File: src/logic/cac_pkg.sv
/*
 pkg for the counter array capture/compare block: register offsets, field
 positions, reset values and mode encodings.
 assumes a byte-wide register port; used by logic/cac_capture_compare.sv.
*/
package cac_pkg;
	localparam int MODULES = 5;

	// register offsets: per-module register = base + module index
	localparam logic [7:0] OFF_MODE_BASE  = 8'h00;
	localparam logic [7:0] OFF_VLOW_BASE  = 8'h10;
	localparam logic [7:0] OFF_VHIGH_BASE = 8'h20;
	localparam logic [7:0] OFF_PWM_CFG    = 8'h30;
	localparam logic [7:0] OFF_FLAGS      = 8'h31;
	localparam logic [7:0] OFF_PIN_LEVEL  = 8'h32;
	localparam logic [7:0] OFF_COUNT_LOW  = 8'h33;
	localparam logic [7:0] OFF_COUNT_HIGH = 8'h34;

	// module_mode_reg fields
	localparam int MODE_IRQ_EN   = 0;
	localparam int MODE_MATCH_EN = 3;
	localparam int MODE_FALL_EN  = 4;
	localparam int MODE_RISE_EN  = 5;
	localparam int MODE_CMP_EN   = 6;
	localparam int MODE_PWM16    = 7;

	// pwm_global_config_reg fields
	localparam int CFG_LEN_LSB    = 0;
	localparam int CFG_OVF_IRQ_EN = 5;
	localparam int CFG_OVF_FLAG   = 6;
	localparam int CFG_RELOAD_SEL = 7;

	localparam logic [7:0]  MODE_RESET = 8'h00;
	localparam logic [7:0]  CFG_RESET  = 8'h00;
	localparam logic [15:0] VALUE_RESET = 16'h0000;

	// a level counts after this many stable cycles
	localparam int STABLE_CYCLES = 2;

	typedef enum logic [6:0] {
		CAC_CAPTURE  = 7'b000_0001,
		CAC_SWTIMER  = 7'b000_0010,
		CAC_HSOUT    = 7'b000_0100,
		CAC_FREQOUT  = 7'b000_1000,
		CAC_PWM8_11  = 7'b001_0000,
		CAC_PWM16    = 7'b010_0000,
		CAC_RESERVED = 7'b100_0000
	} cac_mode_type;
endpackage

File: src/logic/cac_capture_compare.sv
/*
 capture/compare modules of the counter array: mode decode, pin
 synchronising and filtering, edge capture, flags, interrupt request,
 pwm length and overflow interrupt, comparator gating of the module outputs.
 assumes a free-running 16-bit counter and its comparator match pulses come
 from outside; the register port is byte wide with read data one cycle later.
 software clears flags by writing zero to their bits; external pins must hold
 each level for two clocks or the edge may be missed.
*/
`timescale 1ns/1ps
module cac_capture_compare #(
	parameter int MODULES = cac_pkg::MODULES
) (
	input  wire logic                 sys_clk,
	input  wire logic                 rst,
	input  wire logic [7:0]           regAddr,
	input  wire logic [7:0]           regWriteData,
	input  wire logic                 regWrite,
	input  wire logic                 regRead,
	output logic      [7:0]           regReadData,
	input  wire logic [15:0]          arrayCount,
	input  wire logic [MODULES-1:0]   compareMatch,
	input  wire logic [MODULES-1:0]   moduleToggleReq,
	input  wire logic [MODULES-1:0]   pwmLevelReq,
	input  wire logic [MODULES-1:0]   module_capture_pin,
	output logic      [MODULES-1:0]   moduleOutput,
	output logic      [MODULES-1:0]   comparatorOn,
	output logic      [MODULES-1:0]   pwmGroupMember,
	output logic      [3:0]           pwmCycleBits,
	output logic      [MODULES-1:0]   usesReloadReg,
	output logic                      counterArrayIrq
);
	typedef struct packed {
		logic [MODULES-1:0][7:0]  module_mode_reg;
		logic [MODULES-1:0][15:0] moduleValue;
		logic [MODULES-1:0][15:0] reloadValue;
		logic [MODULES-1:0]       module_event_flag;
		logic [7:0]               pwm_global_config_reg;
		logic [MODULES-1:0]       syncA;
		logic [MODULES-1:0]       syncB;
		logic [MODULES-1:0]       syncC;
		logic [MODULES-1:0]       stableLevel;
		logic [MODULES-1:0]       outLevel;
		logic [15:0]              prevCount;
		logic [7:0]               readData;
	} cac_state_type;

	cac_state_type state;
	cac_state_type next_state;

	function automatic cac_pkg::cac_mode_type decode_mode(input logic [7:0] m);
		cac_pkg::cac_mode_type res;
		res = cac_pkg::CAC_RESERVED;
		if (m[3:1] == 3'b000)
		begin
			res = cac_pkg::CAC_CAPTURE;
		end
		else if (m[3:1] == 3'b100)
		begin
			res = cac_pkg::CAC_SWTIMER;
		end
		else if (m[3:1] == 3'b110)
		begin
			res = cac_pkg::CAC_HSOUT;
		end
		else if (m[3:1] == 3'b011)
		begin
			res = cac_pkg::CAC_FREQOUT;
		end
		else if (m[1] && !m[2])
		begin
			res = m[cac_pkg::MODE_PWM16] ? cac_pkg::CAC_PWM16 : cac_pkg::CAC_PWM8_11;
		end
		return res;
	endfunction

	function automatic logic overflow_at(input logic [15:0] prev, input logic [15:0] cur,
		input logic [1:0] len);
		logic [3:0] topBit;
		logic       wasSet;
		logic       nowSet;
		topBit = 4'h7 + {2'b00, len};
		wasSet = prev[topBit];
		nowSet = cur[topBit];
		// a falling top bit means the count wrapped past the chosen length
		return wasSet && !nowSet;
	endfunction

	// per-module registers sit at a base plus the module index
	function automatic logic reg_hit(input logic [7:0] addr, input logic [7:0] base,
		input int idx);
		logic [7:0] target;
		target = base + 8'(idx);
		return addr == target;
	endfunction

	// 8-bit pwm has no reload register, so steering needs a length above 8
	function automatic logic reload_steered(input logic [7:0] cfg,
		input cac_pkg::cac_mode_type mode);
		logic longPwm;
		longPwm = cfg[cac_pkg::CFG_LEN_LSB +: 2] != 2'b00;
		return cfg[cac_pkg::CFG_RELOAD_SEL] && longPwm && mode == cac_pkg::CAC_PWM8_11;
	endfunction

	cac_pkg::cac_mode_type modeOf [MODULES];
	logic [MODULES-1:0] isCapture;
	logic [MODULES-1:0] isPwm;
	logic [MODULES-1:0] riseSeen;
	logic [MODULES-1:0] fallSeen;
	logic [MODULES-1:0] captureNow;

	genvar g;
	generate
		for (g = 0; g < MODULES; g++)
		begin : gen_mod
			always_comb
			begin
				modeOf[g] = decode_mode(state.module_mode_reg[g]);
				isCapture[g] = modeOf[g] == cac_pkg::CAC_CAPTURE;
				isPwm[g] = modeOf[g] == cac_pkg::CAC_PWM8_11 || modeOf[g] == cac_pkg::CAC_PWM16;
				// syncB and syncC agreeing for a new level means two stable clocks
				riseSeen[g] = state.syncB[g] && state.syncC[g] && !state.stableLevel[g];
				fallSeen[g] = !state.syncB[g] && !state.syncC[g] && state.stableLevel[g];
				// pulses shorter than the filter never reach this point
				captureNow[g] = 1'b0;
				if (isCapture[g])
				begin
					captureNow[g] =
						(riseSeen[g] && state.module_mode_reg[g][cac_pkg::MODE_RISE_EN]) ||
						(fallSeen[g] && state.module_mode_reg[g][cac_pkg::MODE_FALL_EN]);
				end
			end
		end
	endgenerate

	logic       pwmOverflow;
	logic       steerNow;

	always_comb
	begin
		next_state = state;
		pwmOverflow = overflow_at(state.prevCount, arrayCount,
			state.pwm_global_config_reg[cac_pkg::CFG_LEN_LSB +: 2]);
		steerNow = 1'b0;
		next_state.syncA = module_capture_pin;
		next_state.syncB = state.syncA;
		next_state.syncC = state.syncB;
		next_state.prevCount = arrayCount;
		next_state.readData = 8'h00;

		for (int i = 0; i < MODULES; i++)
		begin
			// a level must get through the filter before the stable copy moves
			if (riseSeen[i])
			begin
				next_state.stableLevel[i] = 1'b1;
			end
			else if (fallSeen[i])
			begin
				next_state.stableLevel[i] = 1'b0;
			end
			// comparator off forces the output low in every mode
			if (!state.module_mode_reg[i][cac_pkg::MODE_CMP_EN])
			begin
				next_state.outLevel[i] = 1'b0;
			end
			else if (isPwm[i])
			begin
				next_state.outLevel[i] = pwmLevelReq[i];
			end
			else if (modeOf[i] == cac_pkg::CAC_HSOUT || modeOf[i] == cac_pkg::CAC_FREQOUT)
			begin
				next_state.outLevel[i] = state.outLevel[i] ^ moduleToggleReq[i];
			end
		end

		// software first: hardware set below overrides a same-cycle clear
		if (regWrite)
		begin
			for (int i = 0; i < MODULES; i++)
			begin
				// steering follows the config in force before this write
				steerNow = reload_steered(state.pwm_global_config_reg, modeOf[i]);
				if (reg_hit(regAddr, cac_pkg::OFF_MODE_BASE, i))
				begin
					next_state.module_mode_reg[i] = regWriteData;
				end
				if (reg_hit(regAddr, cac_pkg::OFF_VLOW_BASE, i))
				begin
					if (steerNow)
					begin
						next_state.reloadValue[i][7:0] = regWriteData;
					end
					else
					begin
						next_state.moduleValue[i][7:0] = regWriteData;
					end
				end
				if (reg_hit(regAddr, cac_pkg::OFF_VHIGH_BASE, i))
				begin
					if (steerNow)
					begin
						next_state.reloadValue[i][15:8] = regWriteData;
					end
					else
					begin
						next_state.moduleValue[i][15:8] = regWriteData;
					end
				end
			end
			if (regAddr == cac_pkg::OFF_PWM_CFG)
			begin
				next_state.pwm_global_config_reg = regWriteData;
				// overflow flag only clears by writing zero, never sets from software
				next_state.pwm_global_config_reg[cac_pkg::CFG_OVF_FLAG] =
					state.pwm_global_config_reg[cac_pkg::CFG_OVF_FLAG] &
					regWriteData[cac_pkg::CFG_OVF_FLAG];
			end
			if (regAddr == cac_pkg::OFF_FLAGS)
			begin
				next_state.module_event_flag = state.module_event_flag &
					regWriteData[MODULES-1:0];
			end
		end

		for (int i = 0; i < MODULES; i++)
		begin
			if (captureNow[i])
			begin
				next_state.moduleValue[i] = arrayCount;
				next_state.module_event_flag[i] = 1'b1;
			end
			if (isPwm[i] && state.module_mode_reg[i][cac_pkg::MODE_MATCH_EN] &&
				state.module_mode_reg[i][cac_pkg::MODE_CMP_EN] && compareMatch[i])
			begin
				next_state.module_event_flag[i] = 1'b1;
			end
		end
		if (pwmOverflow)
		begin
			next_state.pwm_global_config_reg[cac_pkg::CFG_OVF_FLAG] = 1'b1;
		end

		// only strobed reads show data; idle cycles read as zero
		if (regRead)
		begin
			for (int i = 0; i < MODULES; i++)
			begin
				steerNow = reload_steered(state.pwm_global_config_reg, modeOf[i]);
				if (reg_hit(regAddr, cac_pkg::OFF_MODE_BASE, i))
				begin
					next_state.readData = state.module_mode_reg[i];
				end
				if (reg_hit(regAddr, cac_pkg::OFF_VLOW_BASE, i))
				begin
					next_state.readData = steerNow ?
						state.reloadValue[i][7:0] : state.moduleValue[i][7:0];
				end
				if (reg_hit(regAddr, cac_pkg::OFF_VHIGH_BASE, i))
				begin
					next_state.readData = steerNow ?
						state.reloadValue[i][15:8] : state.moduleValue[i][15:8];
				end
			end
			if (regAddr == cac_pkg::OFF_PWM_CFG)
			begin
				next_state.readData = state.pwm_global_config_reg;
			end
			if (regAddr == cac_pkg::OFF_FLAGS)
			begin
				next_state.readData = 8'(state.module_event_flag);
			end
			if (regAddr == cac_pkg::OFF_PIN_LEVEL)
			begin
				next_state.readData = 8'(state.stableLevel);
			end
			if (regAddr == cac_pkg::OFF_COUNT_LOW)
			begin
				next_state.readData = arrayCount[7:0];
			end
			if (regAddr == cac_pkg::OFF_COUNT_HIGH)
			begin
				next_state.readData = arrayCount[15:8];
			end
		end
	end

	always_ff @(posedge sys_clk or posedge rst)
	begin
		if (rst)
		begin
			state.module_mode_reg <= '{default: cac_pkg::MODE_RESET};
			state.moduleValue <= '{default: cac_pkg::VALUE_RESET};
			state.reloadValue <= '{default: cac_pkg::VALUE_RESET};
			state.module_event_flag <= '0;
			state.pwm_global_config_reg <= cac_pkg::CFG_RESET;
			state.syncA <= '0;
			state.syncB <= '0;
			state.syncC <= '0;
			state.stableLevel <= '0;
			state.outLevel <= '0;
			state.prevCount <= 16'h0000;
			state.readData <= 8'h00;
		end
		else
		begin
			state <= next_state;
		end
	end

	always_comb
	begin
		regReadData = state.readData;
		moduleOutput = state.outLevel;
		pwmCycleBits = 4'h8 + {2'b00, state.pwm_global_config_reg[cac_pkg::CFG_LEN_LSB +: 2]};
		// overflow source first; any enabled module flag then pulls the line up
		counterArrayIrq = state.pwm_global_config_reg[cac_pkg::CFG_OVF_IRQ_EN] &
			state.pwm_global_config_reg[cac_pkg::CFG_OVF_FLAG];
		for (int i = 0; i < MODULES; i++)
		begin
			comparatorOn[i] = state.module_mode_reg[i][cac_pkg::MODE_CMP_EN];
			pwmGroupMember[i] = modeOf[i] == cac_pkg::CAC_PWM8_11;
			usesReloadReg[i] = pwmGroupMember[i] &&
				state.pwm_global_config_reg[cac_pkg::CFG_LEN_LSB +: 2] != 2'b00;
			if (state.module_event_flag[i] && state.module_mode_reg[i][cac_pkg::MODE_IRQ_EN])
			begin
				counterArrayIrq = 1'b1;
			end
		end
	end
endmodule

File: config.mk
export PLATFORM = sky130hd
export DESIGN_NAME = cac_capture_compare
export DESIGN_NICKNAME = d
export VERILOG_FILES = /design/src/logic/cac_pkg.sv /design/src/logic/cac_capture_compare.sv
export SDC_FILE = /design/constraint.sdc
export NUM_CORES = 1
export LEC_CHECK = 0
export ABC_AREA = 0
export BUFFER_PORTS_ARGS = -buffer_cell sky130_fd_sc_hd__buf_2
export CAP_MARGIN = 25
export CORE_MARGIN = 2
export CORE_UTILIZATION = 51
export DETAILED_ROUTE_END_ITERATION = 10
export MAX_ROUTING_LAYER = met4
export PLACE_DENSITY_LB_ADDON = 0.05
export REMOVE_ABC_BUFFERS = 1
export SLEW_MARGIN = 20
export SYNTH_ARGS = -nofsm -noshare
export SYNTH_HDL_FRONTEND = slang
export SYNTH_SLANG_ARGS = --single-unit
File: constraint.sdc
create_clock -name sys_clk -period 17.1 [get_ports sys_clk]
set_input_delay 2.565 -clock sys_clk [delete_from_list [all_inputs] [get_ports sys_clk]]
set_output_delay 2.565 -clock sys_clk [all_outputs]
set_load 0.01 [all_outputs]
==> key figures, run 1 <==
GRT
  • First-pass GRT wire length: 71.85 mm
  • Total Routing Usage GR: 35.68%
  • Number of global-route vias before repair: 10810
  • Antenna violations before repair: 0
  • Largest net degree at the start of global routing: 141
  • Global route total overflow: 0

Power and ir drop
  • Comb power frac: 11.9%
  • Switching share of total power: 27.88%
  • Power, Total: 1531 uW
  • Clock share of power: 42.2%
  • Pwr dens: 102.4 mW/mm2
  • Int Pwr: 1104 uW
  • P_sw: 426.8 uW
  • Max IR drop VDD: 0.09918 mV
  • Sequential share of power: 45.9%
  • Leakage: 0.006682 uW

Setup path
  • Worst path slowest cell: nor2_1
  • Critical path's largest stage delay: 820 ps
  • Startpoint Class: input pin
  • Worst Path Buf+Inv: 1
  • Crit path max fanout: 30
  • Worst R2R Start: state[49]
  • CP cell instances: buf_2 > or4b_1 > nor2_1 > and3_1 > mux2_2
  • Critical path class: in -> reg
  • Worst flop-to-flop path endpoint: regReadData[4]
  • Top Family by Delay on Critical Path: simple AND/OR/NAND/NOR gates
  • Required time worst endpoint: 17560 ps
  • R2R cell count: 8
  • CP Capture Type: flip-flop
  • Critical Path AT: 5460 ps
  • Reg2Reg Setup Slack: 12990 ps

Floorplan
  • Die Ht: 166.8 um
  • Initial core utilization: 51.90%
  • Ports: 89
  • Die area: 0.02784 mm2
  • Die width: 166.8 um
  • Core area: 0.02606 mm2
  • Row count: 59

Clock tree
  • Clk_lat worst skew: 580 ps
  • CTS root buf: clkbuf_16
  • TritonCTS clock tree: done
  • TritonCTS Buffers: 28
  • Cts hold-fix bufs: 0
  • Post-CTS Resized: 0
  • Clock-pin slew on the worst setup and hold paths: 60 ps
  • CTS H-tree depth: 1
  • Clk sinks: 254
  • Max clock buf depth: 3
  • Setup Buffers After CTS: 0

Route
  • DR vias/cell: 6.449
  • DRT iter0 DRCs: 1302
  • Drt first pass iters: 5
  • Via count: 11310
  • Routed Antenna Nets: 0
  • Routed WL: 48.44 mm
  • DRC violations left: 0
  • Routed len/inst: 27.62 um

Synth
  • Synth area leaders: dfrtp_1 (47%), mux2_2 (12%), nand2_1 (4.9%)
  • Synth warnings: 0
  • Post-synth EDFFs: 0
  • Synth Flop Type: dfrtp_1
  • Post-synthesis sequential area ratio: 47.00%
  • Post-Syn Area per Cell: 9.822 um2
  • Synth async-reset ratio: 100.0%
  • Leading area contributor after synthesis: dfrtp_1
  • Most common cell in the netlist: dfrtp_1
  • Cell variety after synth: 83
  • Top cells by count, synth: dfrtp_1 (254), nand2_1 (178), mux2_2 (141)
  • Top-area cell type share of the netlist area: 47.00%
  • Synthesis-stage register bit count: 254
  • Syn Inst Count: 1377
  • Mapped cell area: 0.01352 mm2

Timing
  • Setup TNS: 0 ps
  • Fmax: 200.1 MHz
  • # setup viols final: 0
  • Final Cycle Share: 29.22%
  • Fin Clk Skew: 34.78 ps
  • Worst Tran Pin Value: 956.7 ps
  • Headroom to the max-slew limit: 35.99%
  • Slew Viols, Final: 0
  • Final-report hold violation count: 0
  • Final min period: 4997 ps
  • RSZ-0062 raised after global routing: no

Placed design
  • Port Buffers: 86
  • Final GP Congestion: 0.9525
  • Post-DP HPWL: 32.35 mm

Finish
  • Area grow syn2layout: 10.49%
  • N_diodes: 0
  • Final nets: 1454
  • Fill count: 2358
  • Layout cells sized above 1: 23.54%

Hold path
  • Min-Delay Endpoint: next_state[36]
  • Hold Path Class: reg -> reg
  • Worst hold path stage count: 0
  • Hold_sp: next_state[41]

Flow run
  • Max capacitance violation total: 0

Status
  • Run status: finished, final reports clean
[layer usage]
layer / part of all wire (%) / wire length, um / vias to the layer above / GRT usage, %
met4: 3.9 / 1876 / 0 / 11.92
met3: 9.9 / 4776 / 113 / 8.104
met5: 0 / 0 / - / -
met1: 42 / 20490 / 5633 / 49.24
met2: 44 / 21300 / 574 / 52.19
li1: - / - / 4992 / -
[layout by cell type (no fill, tap or decap), types with 12 or more instances in the layout]
master,synthesis,layout
buf_4,28,13
a21oi_1,109,109
o21ai_0,109,109
dfrtp_1,254,254
nor2_1,122,122
mux2i_1,36,36
nand2_1,178,178
nand3_1,38,38
mux2_2,141,141
a211oi_1,27,27
buf_2,30,86
a22oi_1,13,13
inv_1,26,25
clkbuf_16,0,28
o22ai_1,12,12
[cell families (layout without fill, tap and decap cells)]
logic type / after synthesis / in the layout / share of synthesized area (%)
AO/OA/AOI/OAI: 375 / 375 / 17.40
buffers and inverters: 138 / 180 / 5.116
AND/OR/NAND/NOR: 429 / 429 / 15.76
other: 2 / 2 / 0.05553
adder cells (fa/ha/maj): 1 / 1 / 0.09250
multiplexers: 178 / 178 / 14.57
flip-flops: 254 / 254 / 47.00
[power by group through the flow]
stage	combinational, uW	sequential, uW	clock [uW]
global route	199	708	676
finish	182	703	646
floorplan	104	695	0
detailed placement	178	711	0
CTS	178	700	650
global placement	175	709	0
[layout make-up]
type                            instances  area [um2]  share of cell area, %
Clock buffer                           42       833.3                  5.576
Clock inverter                         10       155.1                  1.038
Inverter                               27       108.9                 0.7285
Multi-Input combinational cell        985        6504                  43.52
Sequential cell                       254        6356                  42.54
Tap cell                              335       419.2                  2.805
Timing Repair Buffer                  101       566.8                  3.793
[worst register-to-register path, stage by stage (launching register included)]
cell       delay, ps
dfrtp_1          680
inv_1            100
ha_1             410
nand2b_1         640
nor2_4           570
nand2_1          180
a311o_1          400
a2111oi_0        850
o211a_1          220
[worst max-delay path by stage]
stage / start / to / slack, ps / cells after the start
finish: regAddr[4] / state[128] / 12100 / 5
global route: regAddr[4] / regReadData[1] / 11960 / 7
CTS: regAddr[0] / regReadData[4] / 11970 / 6
detailed placement: regAddr[0] / regReadData[4] / 11430 / 6
global placement: regAddr[0] / regReadData[4] / 11340 / 6
floorplan: rst / comparatorOn[0] / 7550 / 1
[state kept, by name, indices dropped and copies added, names as in the netlist]
signal        cells
comparatorOn      5
moduleOutput      5
next_state       10
regReadData       8
state           226
[metrics by stage]
step / cells / util, % / hold slack, ps / setup slack [ps] / cell area, um2
4_1_cts: 1751 / 57.17 / 350.6 / 11970 / 14900
6_report: 1754 / 57.34 / 348.0 / 12100 / 14940
5_1_grt: 1754 / 57.34 / 355.9 / 11960 / 14940
2_1_floorplan: 1266 / - / 331.2 / 7550 / 12930
3_5_place_dp: 1699 / 53.37 / 336.4 / 11430 / 13910
3_3_place_gp: 1699 / 53.37 / 333.0 / 11340 / 13910
Note: power is estimated with default switching activity, not from simulation.
==> run 2: changes to the inputs <==
- ABC_AREA: 0 -> 1
- clock period: 17.1 -> 4 ns (I/O delays scaled with it)
==> key figures, run 2 <==
GRT
  • First-pass GRT wire length: 67.56 mm (-6.0%)
  • GR peak layer: met2
  • Met1 usage in global routing: 45.58% (-3.7 points)
  • GRT met2 Usage: 54.04% (+1.9 points)
  • Grt met3 use: 7.359% (-0.74 points)
  • Largest net degree at the start of global routing: 109 (-23%)
  • Number of global-route vias before repair: 11360 (+5.1%)
  • Total Routing Usage GR: 35.41% (-0.27 points)
  • Antenna violations before repair: 3 (+3)
  • Global route total overflow: 0 (unchanged)

Timing
  • # setup viols final: 0 (unchanged)
  • Final Cycle Share: 84.35%
  • Fin Clk Skew: 8.735 ps (-26.04 ps)
  • Worst Tran Pin Value: 1115 ps (+158.3 ps)
  • RSZ-0062 raised after global routing: no
  • Final-report hold violation count: 0 (unchanged)
  • Final min period: 3374 ps
  • Worst setup margin: 626.0 ps (-11480 ps)
  • Slew Viols, Final: 0 (unchanged)
  • Headroom to the max-slew limit: 25.58% (-10 points)
  • Fmax: 296.4 MHz

Synth
  • Top-area cell type share of the netlist area: 49.57% (+2.6 points)
  • Synth area leaders: dfrtp_1 (50%), nand2_1 (18%), o21ai_0 (6.6%)
  • Post-Syn Area per Cell: 7.724 um2 (-21%)
  • Post-synth EDFFs: 0 (unchanged)
  • Cell variety after synth: 42 (-49%)
  • Synth warnings: 0 (unchanged)
  • Leading area contributor after synthesis: dfrtp_1
  • Mapped cell area: 0.01282 mm2 (-5.2%)
  • Top cells by count, synth: nand2_1 (609), dfrtp_1 (254), o21ai_0 (170)
  • Post-synthesis sequential area ratio: 49.57% (+2.6 points)
  • Synthesis-stage register bit count: 254 (unchanged)
  • Syn Inst Count: 1660 (+21%)
  • Synth Flop Type: dfrtp_1
  • Most common cell in the netlist: nand2_1
  • Synth async-reset ratio: 100.0% (unchanged)

Setup path
  • Startpoint Class: flip-flop
  • CP Capture Type: flip-flop
  • Worst flop-to-flop path endpoint: state[220]
  • Worst R2R Start: state[49]
  • Critical path class: reg -> reg
  • Crit path max fanout: 19 (-37%)
  • Required time worst endpoint: 4450 ps (-13110 ps)
  • R2R cell count: 11 (+3)
  • Reg2Reg Setup Slack: 630 ps (-12360 ps)
  • Critical Path AT: 3820 ps (-1640 ps)

Placed design
  • Pre-CTS setup slack: 724.1 ps (-10700 ps)
  • Placed cells: 2031 (+20%)
  • Port Buffers: 86 (unchanged)
  • Final GP Congestion: 1.003 (+5.3%)
  • DP Area: 0.01353 mm2 (-2.7%)
  • Post-DP HPWL: 31.69 mm (-2.0%)

Hold path
  • Min-Delay Endpoint: next_state[40]
  • Hold Path Class: in -> reg
  • Worst hold path stage count: 1 (+1)
  • Hold_sp: module_capture_pin[1]

Power and ir drop
  • Power, Total: 6692 uW (+340%)
  • Clock share of power: 41.9% (-0.3 points)
  • Max IR drop VDD: 0.4190 mV (+320%)
  • Int Pwr: 4885 uW (+340%)
  • P_sw: 1807 uW (+320%)
  • Comb power frac: 11.9% (about the same)
  • Leakage: 0.006987 uW (+4.6%)
  • Sequential share of power: 46.2% (+0.3 points)
  • Switching share of total power: 27.00% (-0.88 points)
  • Pwr dens: 459.9 mW/mm2 (+350%)

Route
  • Drt first pass iters: 6 (+1)
  • Via count: 11900 (+5.2%)
  • DRT iter0 DRCs: 1389 (+6.7%)
  • DRC violations left: 0 (unchanged)
  • Routed len/inst: 21.60 um (-22%)
  • DR vias/cell: 5.707 (-12%)
  • Routed Antenna Nets: 0 (unchanged)
  • Routed WL: 45.03 mm (-7.0%)

Floorplan
  • Die width: 162.6 um (-2.6%)
  • Core area: 0.02496 mm2 (-4.2%)
  • Row count: 58 (-1.7%)
  • Initial core utilization: 51.36% (-0.54 points)
  • Die area: 0.02643 mm2 (-5.1%)
  • Ports: 89 (unchanged)
  • Die Ht: 162.6 um (-2.6%)

Finish
  • Area grow syn2layout: 13.48%
  • Most frequent cells in the layout: nand2_1 (609), dfrtp_1 (254), o21ai_0 (170)
  • Commonest non-fill, non-tap cell in the layout: nand2_1
  • Fin area: 0.01455 mm2 (-2.6%)
  • Final Util: 58.28% (+0.94 points)
  • Layout cells sized above 1: 12.49% (-11 points)
  • Multi-input gate area: 0.005717 mm2 (-12%)
  • Final nets: 1789 (+23%)
  • Largest Register: state
  • Fill count: 2400 (+1.8%)
  • Layout Cells excl Fill: 2085 (+19%)
  • Largest register FFs: 226 (unchanged)
  • Sequential Area: 0.006356 mm2 (unchanged)

Clock tree
  • TritonCTS clock tree: done
  • Clock-pin slew on the worst setup and hold paths: 60 ps (about the same)
  • CTS root buf: clkbuf_16
  • Setup Buffers After CTS: 0 (unchanged)
  • Clk sinks: 254 (unchanged)
  • Post-CTS Resized: 0 (unchanged)
  • Max clock buf depth: 3 (unchanged)
  • CTS H-tree depth: 1 (unchanged)
  • TritonCTS Buffers: 29 (+3.6%)
  • Cts hold-fix bufs: 0 (unchanged)
  • Clk_lat worst skew: 560 ps (-20 ps)

Flow run
  • Max capacitance violation total: 0 (unchanged)

Status
  • Run status: finished, final reports clean
run 2: cell families after synthesis:
logic type,Yosys count,share of synthesized area [%]
buffers and inverters,168,5.845
adders and majority gates,1,0.09756
AOI/OAI and AO/OA,341,15.14
xor gates and xnor gates,3,0.2050
DFF,254,49.57
other,2,0.05857
and+or+nand+nor,891,29.08
run 2: through the flow:
step                hold WS [ps]  TNS (ps)
floorplan                  331.2   -910600
global placement           334.5         0
detailed placement         340.2         0
CTS                        137.5         0
global route               147.8         0
finish                     145.7         0
run 2: cell type report:
class                      count  share of cell area [%]
inverter                      93                   2.468
tap                          330                   2.838
multi-input combinational   1238                   39.29
clock buffer                  44                   6.131
sequential                   254                   43.68
timing repair buffer         116                   4.730
clock inverter                 9                  0.8427
antenna                        1                 0.01720
run 2: worst max path at each step:
stage | start | to | slack [ps] | depth (start not counted)
floorplan | rst | comparatorOn[0] | -3590 | 1
global placement | state[49] | regReadData[4] | 770 | 18
detailed placement | state[49] | regReadData[3] | 720 | 26
CTS | state[49] | regReadData[3] | 710 | 26
global route | state[49] | regReadData[4] | 280 | 26
finish | state[49] | state[220] | 630 | 11
run 2: worst max-delay path, cell delays in order, from the launching register on:
cell and delay [ps]:
dfrtp_1 470, inv_1 160, ha_1 250, nor2_2 170
buf_4 270, nand2_1 470, inv_2 480, nor3_2 80
buf_4 180, nor2_1 490, nand2_1 120, o211ai_1 130
run 2: power groups by stage:
stage / Sequential (uW) / Clock [uW] / Combinational, uW
after global routing: 3120 / 2910 / 906
after floorplan: 3060 / 0 / 528
after detailed placement: 3120 / 0 / 791
after global placement: 3120 / 0 / 766
after CTS: 3080 / 2810 / 795
final: 3090 / 2800 / 799
run 2: routing by layer:
metal  vias up  routed length [um]
met5         -                   0
met4         0                2508
met3       142                3848
met2       522               20170
met1      5639               18510
li1       5596                   -
==> run 3: changes to the inputs <==
- ABC_AREA: 1 -> 0
- clock period: 4 -> 3.4 ns (I/O delays scaled with it)
==> key figures, run 3 (synthesis results as in run 1) <==
Setup path
  • Critical path's largest stage delay: 430 ps (-60 ps)
  • Setup crit start: state[50]
  • Critical path class: reg -> reg
  • Required time worst endpoint: 3810 ps (-640 ps)
  • Critical Path AT: 3290 ps (-530 ps)
  • Crit path max fanout: 13 (-6)
  • Worst R2R Start: state[50]
  • Top Family by Delay on Critical Path: compound AO/OA/AOI/OAI gates
  • Worst path slowest cell: a211oi_1
  • Startpoint Class: flip-flop
  • Worst Path Buf+Inv: 2 (-2)
  • CP cell instances: inv_1 > ha_1 > nand2b_1 > buf_4 > nor2_4 > nand2_1 > a32oi_1 > o2111ai_1 > a211oi_1
  • CP Capture Type: flip-flop

Timing
  • Final-report hold violation count: 0 (unchanged)
  • Slew Viols, Final: 0 (unchanged)
  • Fmax: 348.1 MHz (+17%)
  • Final Cycle Share: 84.50% (+0.15 points)
  • # setup viols final: 0 (unchanged)
  • RSZ-0062 raised after global routing: no
  • Worst Tran Pin Value: 875.6 ps (-239.4 ps)
  • Final min period: 2873 ps (-501.0 ps)
  • Worst setup margin: 527.0 ps (-99.03 ps)
  • Fin Clk Skew: 20.17 ps (+11.43 ps)
  • Headroom to the max-slew limit: 41.48% (+16 points)

Power and ir drop
  • Int Pwr: 5754 uW (+18%)
  • Power, Total: 7882 uW (+18%)
  • Pwr dens: 514.3 mW/mm2 (+12%)
  • Switching share of total power: 27.00% (about the same)
  • P_sw: 2128 uW (+18%)
  • Max IR drop VDD: 0.4538 mV (+8.3%)
  • Leakage: 0.006934 uW (-0.77%)
  • Comb power frac: 11.8% (about the same)
  • Clock share of power: 43.2% (+1.3 points)
  • Sequential share of power: 45.0% (-1.2 points)

Placed design
  • DP Area: 0.01429 mm2 (+5.6%)
  • Post-DP HPWL: 34.70 mm (+9.5%)
  • Port Buffers: 86 (unchanged)
  • Final GP Congestion: 1.046 (+4.3%)
  • Pre-CTS setup slack: 454.3 ps (-269.8 ps)
  • Placed cells: 1746 (-14%)

Floorplan
  • Die area: 0.02784 mm2 (+5.3%)
  • Die Ht: 166.8 um (+2.6%)
  • Row count: 59 (+1.7%)
  • Die width: 166.8 um (+2.6%)
  • Core area: 0.02606 mm2 (+4.4%)
  • Ports: 89 (unchanged)
  • Initial core utilization: 51.90% (+0.54 points)

Clock tree
  • CTS H-tree depth: 1 (unchanged)
  • Clk sinks: 254 (unchanged)
  • Clock-pin slew on the worst setup and hold paths: 60 ps (about the same)
  • Max clock buf depth: 3 (unchanged)
  • Clk_lat worst skew: 560 ps (about the same)
  • CTS root buf: clkbuf_16
  • Cts hold-fix bufs: 0 (unchanged)
  • Post-CTS Resized: 0 (unchanged)
  • TritonCTS Buffers: 29 (unchanged)
  • Setup Buffers After CTS: 0 (unchanged)
  • TritonCTS clock tree: done

Finish
  • Commonest non-fill, non-tap cell in the layout: dfrtp_1
  • Fill count: 2271 (-5.4%)
  • Largest register FFs: 226 (unchanged)
  • Layout Cells excl Fill: 1798 (-14%)
  • Most frequent cells in the layout: dfrtp_1 (254), nand2_1 (178), mux2_2 (141)
  • Largest Register: state
  • Final nets: 1499 (-16%)
  • Fin area: 0.01532 mm2 (+5.3%)
  • N_diodes: 0 (-1)
  • Layout cells sized above 1: 25.97% (+13 points)
  • Area grow syn2layout: 13.31%

GRT
  • Met1 usage in global routing: 54.85% (+9.3 points)
  • Number of global-route vias before repair: 11130 (-2.1%)
  • Largest net degree at the start of global routing: 83 (-24%)
  • First-pass GRT wire length: 75.20 mm (+11%)
  • Global route total overflow: 0 (unchanged)
  • Total Routing Usage GR: 37.31% (+1.9 points)
  • Grt met3 use: 4.919% (-2.4 points)
  • GR peak layer: met1
  • Antenna violations before repair: 0 (-3)
  • GRT met2 Usage: 53.93% (-0.12 points)

Route
  • Via count: 11620 (-2.3%)
  • DR vias/cell: 6.463 (+13%)
  • DRT iter0 DRCs: 1407 (+1.3%)
  • Routed WL: 50.27 mm (+12%)
  • DRC violations left: 0 (unchanged)
  • Routed Antenna Nets: 0 (unchanged)
  • Routed len/inst: 27.96 um (+29%)
  • Drt first pass iters: 7 (+1)

Status
  • Run status: finished, final reports clean

Flow run
  • Max capacitance violation total: 0 (unchanged)

Hold path
  • Hold Path Class: in -> async
run 3: changes by cell type in the layout (fill, tap and decap cells not counted), moves of 12 or more:
cell,delta
a211oi_1,+27
inv_1,-44
nand3_1,-54
o211ai_1,-41
a22oi_1,-27
mux2i_1,+36
buf_4,+29
nand2_1,-431
a21oi_1,+40
mux2_2,+141
o22ai_1,+12
o21ai_0,-61
run 3: final timing paths:
path / to / slack (ps) / cells past startpoint
worst max-delay path: regReadData[1] / 530 / 9
worst min-delay path: state[97] / 40 / 2
worst max register to register: regReadData[1] / 530 / 9
worst min register to register: next_state[38] / 350 / 0
max in group asynchronous: state[38] / 2480 / 3
min in group sys_clk: next_state[42] / 70 / 1
run 3: per-layer routing:
metal | vias to the layer above | wire, um
li1 | 5088 | -
met1 | 5832 | 22250
met2 | 595 | 22220
met3 | 105 | 4024
met4 | 0 | 1768
met5 | - | 0
run 3: area by class of cell:
class,count,area (um2),share of cell area (%)
timing repair buffer,145,898.4,5.862
multi-input combinational,985,6504,42.44
tap,335,419.2,2.735
clock buffer,41,850.8,5.552
clock inverter,11,187.7,1.225
inverter,27,108.9,0.7103
sequential,254,6356,41.48
run 3: through the flow:
stage | setup TNS (ps) | hold WS, ps | utilization (%)
2_1_floorplan | -1040140 | 331.2 | -
3_3_place_gp | 0 | 331.4 | 54.82
3_5_place_dp | 0 | 336.3 | 54.82
4_1_cts | 0 | 50.75 | 58.81
5_1_grt | 0 | 45.26 | 58.81
6_report | 0 | 42.21 | 58.81
run 3: power groups by stage:
stage          logic (uW)  clock network, uW  registers (uW)
3_3_place_gp          896                  0            3580
2_1_floorplan         522                  0            3490
3_5_place_dp          913                  0            3590
4_1_cts               916               3430            3540
6_report              929               3410            3540
5_1_grt              1020               3570            3570
